`config.mk`:
```
export PLATFORM = sky130hd
export DESIGN_NAME = psr_top
export DESIGN_NICKNAME = d
export VERILOG_FILES = /design/src/shared/psr_pkg.sv /design/src/core/psr_pin_sync.sv /design/src/core/psr_top.sv
export SDC_FILE = /design/constraint.sdc
export NUM_CORES = 1
export LEC_CHECK = 0
export ABC_AREA = 1
export BUFFER_PORTS_ARGS = -buffer_cell sky130_fd_sc_hd__buf_2
export CORE_MARGIN = 2
export CORE_UTILIZATION = 35
export DETAILED_ROUTE_END_ITERATION = 8
export GPL_ROUTABILITY_DRIVEN = 0
export SLEW_MARGIN = 25
export SYNTH_ARGS = -nofsm -noshare
export SYNTH_HDL_FRONTEND = slang
export SYNTH_SLANG_ARGS = --single-unit
```
`constraint.sdc`:
```
create_clock -name i_mclk -period 1.3 [get_ports i_mclk]
set_input_delay 0.26 -clock i_mclk [delete_from_list [all_inputs] [get_ports i_mclk]]
set_output_delay 0.26 -clock i_mclk [all_outputs]
set_load 0.02 [all_outputs]
```
`src/shared/psr_pkg.sv`:
```
// Constants shared by the eight-stage parallel or serial load shift register.
package psr_pkg;

    // Register geometry and reset value.
    localparam int          PSR_STAGES    = 8;
    localparam logic [7:0]  PSR_STAGE_RST = 8'h00;

    // Pin synchroniser depth and the layout of the synchronised pin vector.
    localparam int          PSR_SYNC_DEPTH = 2;
    localparam int          PSR_PIN_W      = 13;
    localparam int          PSR_POS_CLK    = 0;
    localparam int          PSR_POS_INH    = 1;
    localparam int          PSR_POS_CLR_N  = 2;
    localparam int          PSR_POS_MODE   = 3;
    localparam int          PSR_POS_SER    = 4;
    localparam int          PSR_POS_PAR    = 5;

    // Mode control level that selects serial shifting.
    localparam logic        PSR_MODE_SHIFT = 1'b1;

    typedef logic [PSR_STAGES-1:0] psr_stage_t;

endpackage : psr_pkg
```
`src/core/psr_pin_sync.sv`:
```
// Two flip-flop synchroniser for a vector of asynchronous pins.
`timescale 1ns/10ps
module psr_pin_sync #(
    parameter int WIDTH = 13
) (
    // Clock and reset.
    input  wire logic             i_mclk,
    input  wire logic             i_sys_rst,
    // Pins and their synchronised copies.
    input  wire logic [WIDTH-1:0] i_pins,
    output logic      [WIDTH-1:0] o_pins_sync
);

    logic [WIDTH-1:0] meta_r;
    logic [WIDTH-1:0] sync_r;

    // The first stage feeds only the second stage.
    always_ff @(posedge i_mclk) begin
        if (i_sys_rst) begin
            meta_r <= '0;
            sync_r <= '0;
        end else begin
            meta_r <= i_pins;
            sync_r <= meta_r;
        end
    end

    assign o_pins_sync = sync_r;

endmodule : psr_pin_sync

```
`src/core/psr_top.sv`:
```
// Eight-stage shift register with parallel or serial load and serial output.
`timescale 1ns/10ps
module psr_top
    import psr_pkg::*;
(
    // System clock and reset.
    input  wire logic                  i_mclk,
    input  wire logic                  i_sys_rst,
    // Clock pins of the register.
    input  wire logic                  i_shift_clk,
    input  wire logic                  i_clk_inhibit,
    // Clear pin, active low.
    input  wire logic                  i_clear_n,
    // Mode and data pins.
    input  wire logic                  i_shift_mode,
    input  wire logic                  i_serial_in,
    input  wire logic [PSR_STAGES-1:0] i_par_data,
    // Serial output.
    output logic                       o_last_stage_serial_out
);

    logic [PSR_PIN_W-1:0] pins_raw;
    logic [PSR_PIN_W-1:0] pins_s;
    logic                 clk_s;
    logic                 inh_s;
    logic                 clr_s;
    logic                 mode_s;
    logic                 ser_s;
    psr_stage_t           par_s;
    logic                 gate_nor;
    logic                 gate_nor_r;
    logic                 adv;
    psr_stage_t           stage_r;
    psr_stage_t           stage_nxt;
    psr_stage_t           stage_shifted;

    assign pins_raw = {i_par_data, i_serial_in, i_shift_mode, i_clear_n,
                       i_clk_inhibit, i_shift_clk};

    // Every pin passes two flip-flops before any logic reads it.
    psr_pin_sync #(
        .WIDTH       (PSR_PIN_W)
    ) u_pin_sync (
        .i_mclk      (i_mclk),
        .i_sys_rst   (i_sys_rst),
        .i_pins      (pins_raw),
        .o_pins_sync (pins_s)
    );

    assign clk_s  = pins_s[PSR_POS_CLK];
    assign inh_s  = pins_s[PSR_POS_INH];
    assign clr_s  = ~pins_s[PSR_POS_CLR_N];
    assign mode_s = pins_s[PSR_POS_MODE];
    assign ser_s  = pins_s[PSR_POS_SER];
    assign par_s  = pins_s[PSR_POS_PAR +: PSR_STAGES];

    assign gate_nor = ~(clk_s | inh_s);

    // Previous gate level, reset to the stopped level so release makes no edge.
    always_ff @(posedge i_mclk) begin
        if (i_sys_rst) begin
            gate_nor_r <= 1'b1;
        end else begin
            gate_nor_r <= gate_nor;
        end
    end

    // inhibit raised while clock high.
    // The register advances when the gated clock input rises, that is when the NOR output
    // falls; raising inhibit while the clock is high therefore makes no edge.
    assign adv = gate_nor_r & ~gate_nor;

    assign stage_shifted = {stage_r[PSR_STAGES-2:0], ser_s};

    generate
        for (genvar i = 0; i < PSR_STAGES; i++) begin : g_stage
            always_comb begin
                if (clr_s) begin
                    stage_nxt[i] = PSR_STAGE_RST[i];
                end else if (!adv) begin
                    stage_nxt[i] = stage_r[i];
                end else if (mode_s == PSR_MODE_SHIFT) begin
                    stage_nxt[i] = stage_shifted[i];
                end else begin
                    stage_nxt[i] = par_s[i];
                end
            end
        end
    endgenerate

    always_ff @(posedge i_mclk) begin
        if (i_sys_rst) begin
            stage_r <= PSR_STAGE_RST;
        end else begin
            stage_r <= stage_nxt;
        end
    end

    always_ff @(posedge i_mclk) begin
        if (i_sys_rst) begin
            o_last_stage_serial_out <= PSR_STAGE_RST[PSR_STAGES-1];
        end else begin
            o_last_stage_serial_out <= stage_nxt[PSR_STAGES-1];
        end
    end

endmodule : psr_top

```
==> impl_summary.md, run 1 <==
Outcome
The run finished with clean final reports.

GRT
The via count of the first global-routing pass was 726. The met2 demand-to-capacity share in global routing is 0.129. The maximum number of pins on one net before global-route repair is 18. The met1 demand-to-capacity share in global routing is 0.112. In this run the most used layer during global routing was met2. The wire length of the first global-routing pass is 2840 µm.

The initial antenna violation count is 0. For this run the aggregate overflow at the end of global routing stands at 0. The global routing met3 resource utilization is 0.0378. The global routing usage summed across all routing layers is 0.0930.

Clocking
The number of clock sinks is 35. For the worst-skew pair, the clock arrives at the later sink with an insertion delay of 0.32 ns. The clock buffer count from CTS is 5. Counting along the longest clock path gives a buffer depth of 2.

Buffers inserted to repair hold after CTS numbered 0. The clock tree from TritonCTS is done. The number of gates resized after CTS was 0. The root buffer cell chosen for the clock tree is clkbuf_4. The H-tree generated during clock tree synthesis spans 2 levels.

Clock-pin slew was measured on the worst setup and hold paths at 0.10 ns. After clock tree synthesis, the setup repair step added 0 buffers.

Yosys
The net count after synthesis is 175. After synthesis the cells add up to 1220 µm². The number of register bits inferred by synthesis is 35. The synthesized instance count is 160.

The Yosys step of the flow raised 0 warnings. Dividing the synthesized area by the synthesized cell count gives 7.61 µm². The netlist uses 11 different library cells.

The sequential share of the synthesized area is 0.576.

Floorplanning
The initialized floorplan defines 21 standard-cell rows. The effective utilization at floorplan is 0.365. The die height is 63.0 µm. The die covers 3970 µm². After floorplanning, the core was sized to cover 3340 µm². In this run the count of I/O pins placed on the die edge is 16. In this run the horizontal extent of the chip is 63.0 µm.

Layout
0 antenna diodes ended up in the layout. The non-filler instance count after layout is 226. From synthesis to final layout, the design area changed by 14.7%. Of the cells placed in the final design, the portion with a size suffix greater than 1 is 0.144. In the final design database the tool counted 194 nets. The post-route core utilization is 0.418.

Job
The count of maximum capacitance violations is 0.

Critical path
The maximum cell stage delay along the critical path is 0.34 ns. STA puts the critical path data arrival time at 0.82 ns. The number of buffers and inverters on the critical path is 1.

The worst setup path is of the flop to output pin kind. The worst reg-to-reg setup slack is 0.30 ns. Among cell families on the critical path, the largest total delay comes from flip-flops.

For the worst setup path, the data required time is 1.04 ns. The critical path goes through buf_2. The endpoint type of the worst setup path is an output pin. In this run the worst path has a maximum fanout of 2.

The kind of launch point of the worst setup path is a flop. The standard cell with the maximum stage delay on the critical path is dfxtp_1.

STA
The setup slack of the critical path after layout is 0.224 ns. The sum of negative setup slack is 0 ns. Setup repair after global routing left no endpoint under its margin. The number of endpoints with negative hold slack in the final report was 0. The routed design could run at a clock period as short as 1.08 ns. The worst pin sits at a relative slew slack of 0.747.

The clock tree skew after final layout is 0.00579 ns. Setup violations remaining at the end of the flow were counted as 0. Derived from the worst setup path, the maximum achievable clock frequency is 929 MHz. The count of final max-slew check failures is 0.

At the pin with the least slew margin, the transition time is 0.378 ns. In the finished design, the share of the clock period the worst path needs comes to 0.828.

Power
Overall power consumption after layout is estimated at 0.00189 W. The worst voltage drop across the vdd grid is 0.852 mV. The areal power density over the cells is 1350 nW/µm². Summed over all cells, the static leakage comes to 0.697 nW.

Place
Before CTS, the worst setup slack after placement is 0.265 ns. Detailed placement finished with a half-perimeter wire length of 1020 µm. In this run the tool buffered the top-level ports with 15 buffer cells.

Counting tap cells, the placed design contains a total of 218 instances.

Detailed routing
In the final routed layout, each cell accounts on average for 6.78 µm. The wire length reported by the detailed router is 1530 µm. The number of detailed-routing iterations run before antenna repair is 4. The post-detailed-route count of antenna-violating nets is 0.

For this run, design rule violations remaining after detail routing come to 0. Using the TritonRoute via totals, the vias-per-cell ratio works out to 3.63. The number of DRC markers after the initial detailed-route iteration is 28. The total vias in the final route is 821.

Min path
The type of the tightest min-delay check is input pin to flop.
==> worst paths after layout <==
kind / end / cells after the start / startpoint
worst max register to register: stage_r[6] / 4 / u_pin_sync.o_pins_sync[1]
worst min-delay path: u_pin_sync.meta_r[6] / 3 / i_par_data[1]
worst min register to register: u_pin_sync.o_pins_sync[7] / 2 / u_pin_sync.meta_r[7]
worst max-delay path: o_last_stage_serial_out / 1 / o_last_stage_serial_out
==> Yosys cell counts <==
| master | number | area [µm²] |
|---|---|---|
| nor2_2 | 1 | 6.26 |
| buf_2 | 3 | 15.0 |
| inv_1 | 43 | 161 |
| o21ai_4 | 1 | 16.3 |
| buf_6 | 2 | 22.5 |
| o21bai_1 | 1 | 7.51 |
| o21ai_0 | 6 | 30.0 |
| o21ai_1 | 2 | 10.0 |
| dfxtp_1 | 35 | 701 |
| nor2_1 | 42 | 158 |
| nand2_1 | 24 | 90.1 |
==> kinds of logic (layout without fill, tap and decap cells) <==
family	after synthesis	after routing	share of synthesized area
compound gates	10	10	0.0524
buf+inv	48	68	0.163
flops	35	35	0.576
simple gates	67	67	0.209
==> registers in the layout, indices dropped and copies added (netlist names) <==
register,cells
u_pin_sync.meta_r,13
stage_r,7
u_pin_sync.o_pins_sync,13
o_last_stage_serial_out,1
gate_nor_r,1
==> power breakdown <==
group          switching (W)  internal [W]
registers          0.0000125       0.00111
logic              0.0000637     0.0000485
clock network       0.000330      0.000318
==> area by class of cell <==
class,count,area (µm²)
fill,348,1940
sequential,35,701
multi-input combinational,77,318
inverter,43,161
timing repair buffer,17,90.1
clock buffer,8,68.8
tap,46,57.6
==> metal layers <==
layer	share of wire	routed length, µm	vias to the layer above
met2	0.38	586	23
li1	-	-	483
met3	0.062	95	7
met1	0.53	805	308
met4	0.029	44	0
met5	0	0	-
==> per-stage QoR <==
step / hold WS [ns] / area [µm²]
final: 0.128 / 1400
after global routing: 0.113 / 1400
after detailed placement: 0.392 / 1330
after global placement: 0.391 / 1330
after floorplan: 0.367 / 1220
after CTS: 0.117 / 1400
==> cells in the final DEF (no fill, tap or decap) <==
| master | count |
|---|---|
| buf_4 | 2 |
| o21ai_4 | 1 |
| clkbuf_8 | 2 |
| o21ai_0 | 6 |
| clkbuf_1 | 1 |
| nand2_1 | 24 |
| nor2_2 | 1 |
| clkbuf_4 | 5 |
| o21bai_1 | 1 |
| dfxtp_1 | 35 |
| nor2_1 | 42 |
| o21ai_1 | 2 |
| inv_1 | 43 |
| buf_2 | 15 |
No activity file was read; power rests on OpenSTA's default activity.
==> run 2: changes to the inputs <==
==> constraint.sdc (replaced) <==
create_clock -name i_mclk -period 0.85 [get_ports i_mclk]
set_input_delay 0.17 -clock i_mclk [delete_from_list [all_inputs] [get_ports i_mclk]]
set_output_delay 0.17 -clock i_mclk [all_outputs]
set_load 0.02 [all_outputs]
==> run 2 against run 1 <==
  * Final cell count up 0.88%
  * Core utilization up 1.2 points
  * The flow now finishes with violations (negative setup slack)
  * Hold slack worse by 0.087 ns
==> impl_summary.md, run 2 (synthesis gave the netlist of run 1 again) <==
Critical path
For the worst setup path, the data required time is 0.68 ns. The endpoint type of the worst setup path is an output pin. The classification of the worst setup path is flop to output pin. The count of buffering cells on the critical path with inverters included is 1. In this run the register-to-register setup slack is -0.04 ns.

Traced cell by cell, the critical path runs through buf_6. The kind of launch point of the worst setup path is a flop. Broken down by cell family, the worst path's largest delay share belongs to flip-flops. The standard cell with the maximum stage delay on the critical path is dfxtp_2. Along the worst path, the maximum fanout reaches 2. STA puts the critical path data arrival time at 0.78 ns. The maximum cell stage delay along the critical path is 0.33 ns.

Clocking
The clock-pin slew on the worst setup and hold paths is 0.10 ns. The clock root buffer master is clkbuf_4. TritonCTS built the clock tree. Counting the buffers created by CTS gives 5. The largest buffer count on any clock path is 2. For this design, the CTS-stage hold fixing added 0 buffers. The depth of the CTS H-tree is 2. The insertion delay of the later-clocked pin in the worst-skew pair is 0.32 ns. Counting every sink on the clock net gives 35.

Detailed routing
The number of DRC markers after the initial detailed-route iteration is 12. The wire length reported by the detailed router is 1530 µm. Using the TritonRoute via totals, the vias-per-cell ratio works out to 3.62.

Once detail routing completed, the nets flagged for antenna violations numbered 0. After detailed routing, the average wire length per cell comes to 6.71 µm. The count of unresolved DRC violations after routing is 0. For this run, the detailed router's first-pass iteration total came to 4. The detailed router placed 826 vias in this run.

GRT
Across every metal layer, demand over resource in global routing totals 0.0964. The via count of the first global-routing pass is 738. Entering global routing, the biggest net connects 17 pins. The initial antenna violation count is 0. The wire length of the first global-routing pass is 2950 µm. The total grt overflow is 0.

Layout
The area growth from synthesis to layout is 18.0%. In the layout the commonest cells are 43 x inv_1, 42 x nor2_1, 32 x dfxtp_1, 24 x nand2_1, 14 x buf_2. The number of antenna diodes is 0. The filler cell count in the final layout is 363. In the final layout, the share of cells above drive strength 1 is 0.170. Leaving out fill and tap cells, the most frequent cell in the layout is inv_1. Once layout is complete, the utilization of the core stands at 0.430.

The summed area of non-filler cells in the final layout is 1440 µm². The count of cells in the finished layout, fillers not included, comes to 228. The final-stage net count is 196.

Job
Across the run, the number of max-cap violations was 0.

Power
Of the total power, registers draw 0.595. The worst voltage drop across the vdd grid is 1.19 mV. The power dissipated by switching net loads is 0.000622 W. The power share of the combinational group is 0.063. Summed over all cells, the static leakage comes to 0.714 nW. Of the total power, the share spent switching nets is 0.215. The share of total power dissipated in the clock network is 0.341. The areal power density over the cells is 2020 nW/µm².

The internal portion of the total power is 0.00228 W.

Floorplanning
From bottom edge to top edge, the die measures 63.0 µm. The floorplan step defined a die boundary enclosing 3970 µm². The region available for standard cell placement spans 3340 µm². From left edge to right edge, the die measures 63.0 µm. 16 I/O pins were placed. The number of rows in the core area is 21. The effective utilization at floorplan is 0.365.

STA
The upper clock frequency limit is 1060 MHz. The worst max-slew margin expressed relative to the limit is 0.885. The clock tree skew after final layout is 0.00869 ns. Once routing completed, OpenROAD measured the worst setup slack at -0.0962 ns. Setup repair after global routing could not meet its margin everywhere. The count of final max-slew check failures is 0. For the pin with the worst max-slew slack, the measured transition is 0.171 ns. Summed over all failing endpoints, the final setup total negative slack is -0.370 ns.

Setup violations remaining at the end of the flow were counted as 9. In the finished design, the share of the clock period the worst path needs comes to 1.11. The final period demand of the worst path is 0.946 ns. The number of endpoints with negative hold slack in the final report is 0.

Place
The placed cell area is 1360 µm². The number of buffer cells added on primary ports is 15. After detailed placement, the design holds a cell count of 220.

Detailed placement finished with a half-perimeter wire length of 1050 µm. The worst slack after detailed placement is -0.0404 ns.

Outcome
The checks that failed: negative setup slack. The run finished, with violations left.

Min path
The path class of the tightest hold or removal check is input pin to flop.
==> run 2: what timing repair did <==
item / 4_1_cts / 5_1_grt
resized for setup: 3 / 1
buffers inserted: 0 / 0
setup endpoints to repair: 9 / 9
==> run 2: per-stage QoR <==
stage	hold slack, ns	total power, W
global placement	0.369	0.00195
finish	0.0406	0.00290
detailed placement	0.376	0.00195
CTS	0.0199	0.00295
global route	0.0264	0.00307
floorplan	0.277	0.00189
==> run 2: power groups by stage <==
stage	sequential (W)	clock [W]	combinational, W
6_report	0.00173	0.000990	0.000183
5_1_grt	0.00174	0.00111	0.000220
4_1_cts	0.00173	0.00104	0.000187
3_5_place_dp	0.00177	0	0.000186
3_3_place_gp	0.00177	0	0.000183
2_1_floorplan	0.00176	0	0.000130
==> run 2: final timing paths <==
check | from | end | depth (start not counted)
setup / recovery | o_last_stage_serial_out | o_last_stage_serial_out | 1
setup reg to reg | u_pin_sync.o_pins_sync[0] | stage_r[0] | 5
hold / removal | i_clk_inhibit | u_pin_sync.meta_r[1] | 3
hold reg to reg | u_pin_sync.meta_r[3] | u_pin_sync.o_pins_sync[3] | 2
==> run 2: layout make-up <==
type                    instances  area, µm²  area share
well taps                      46       57.6      0.0401
flip-flops and latches         35        707       0.492
inverters                      43        161       0.112
clock buffers                   8       68.8      0.0479
repair buffers                 19        124      0.0862
multi-input cells              77        318       0.221
==> run 2: metal layers <==
metal	track usage	wire (µm)
met4	0.0500	10
met3	0.0486	86
met5	0	0
met2	0.145	667
met1	0.112	764
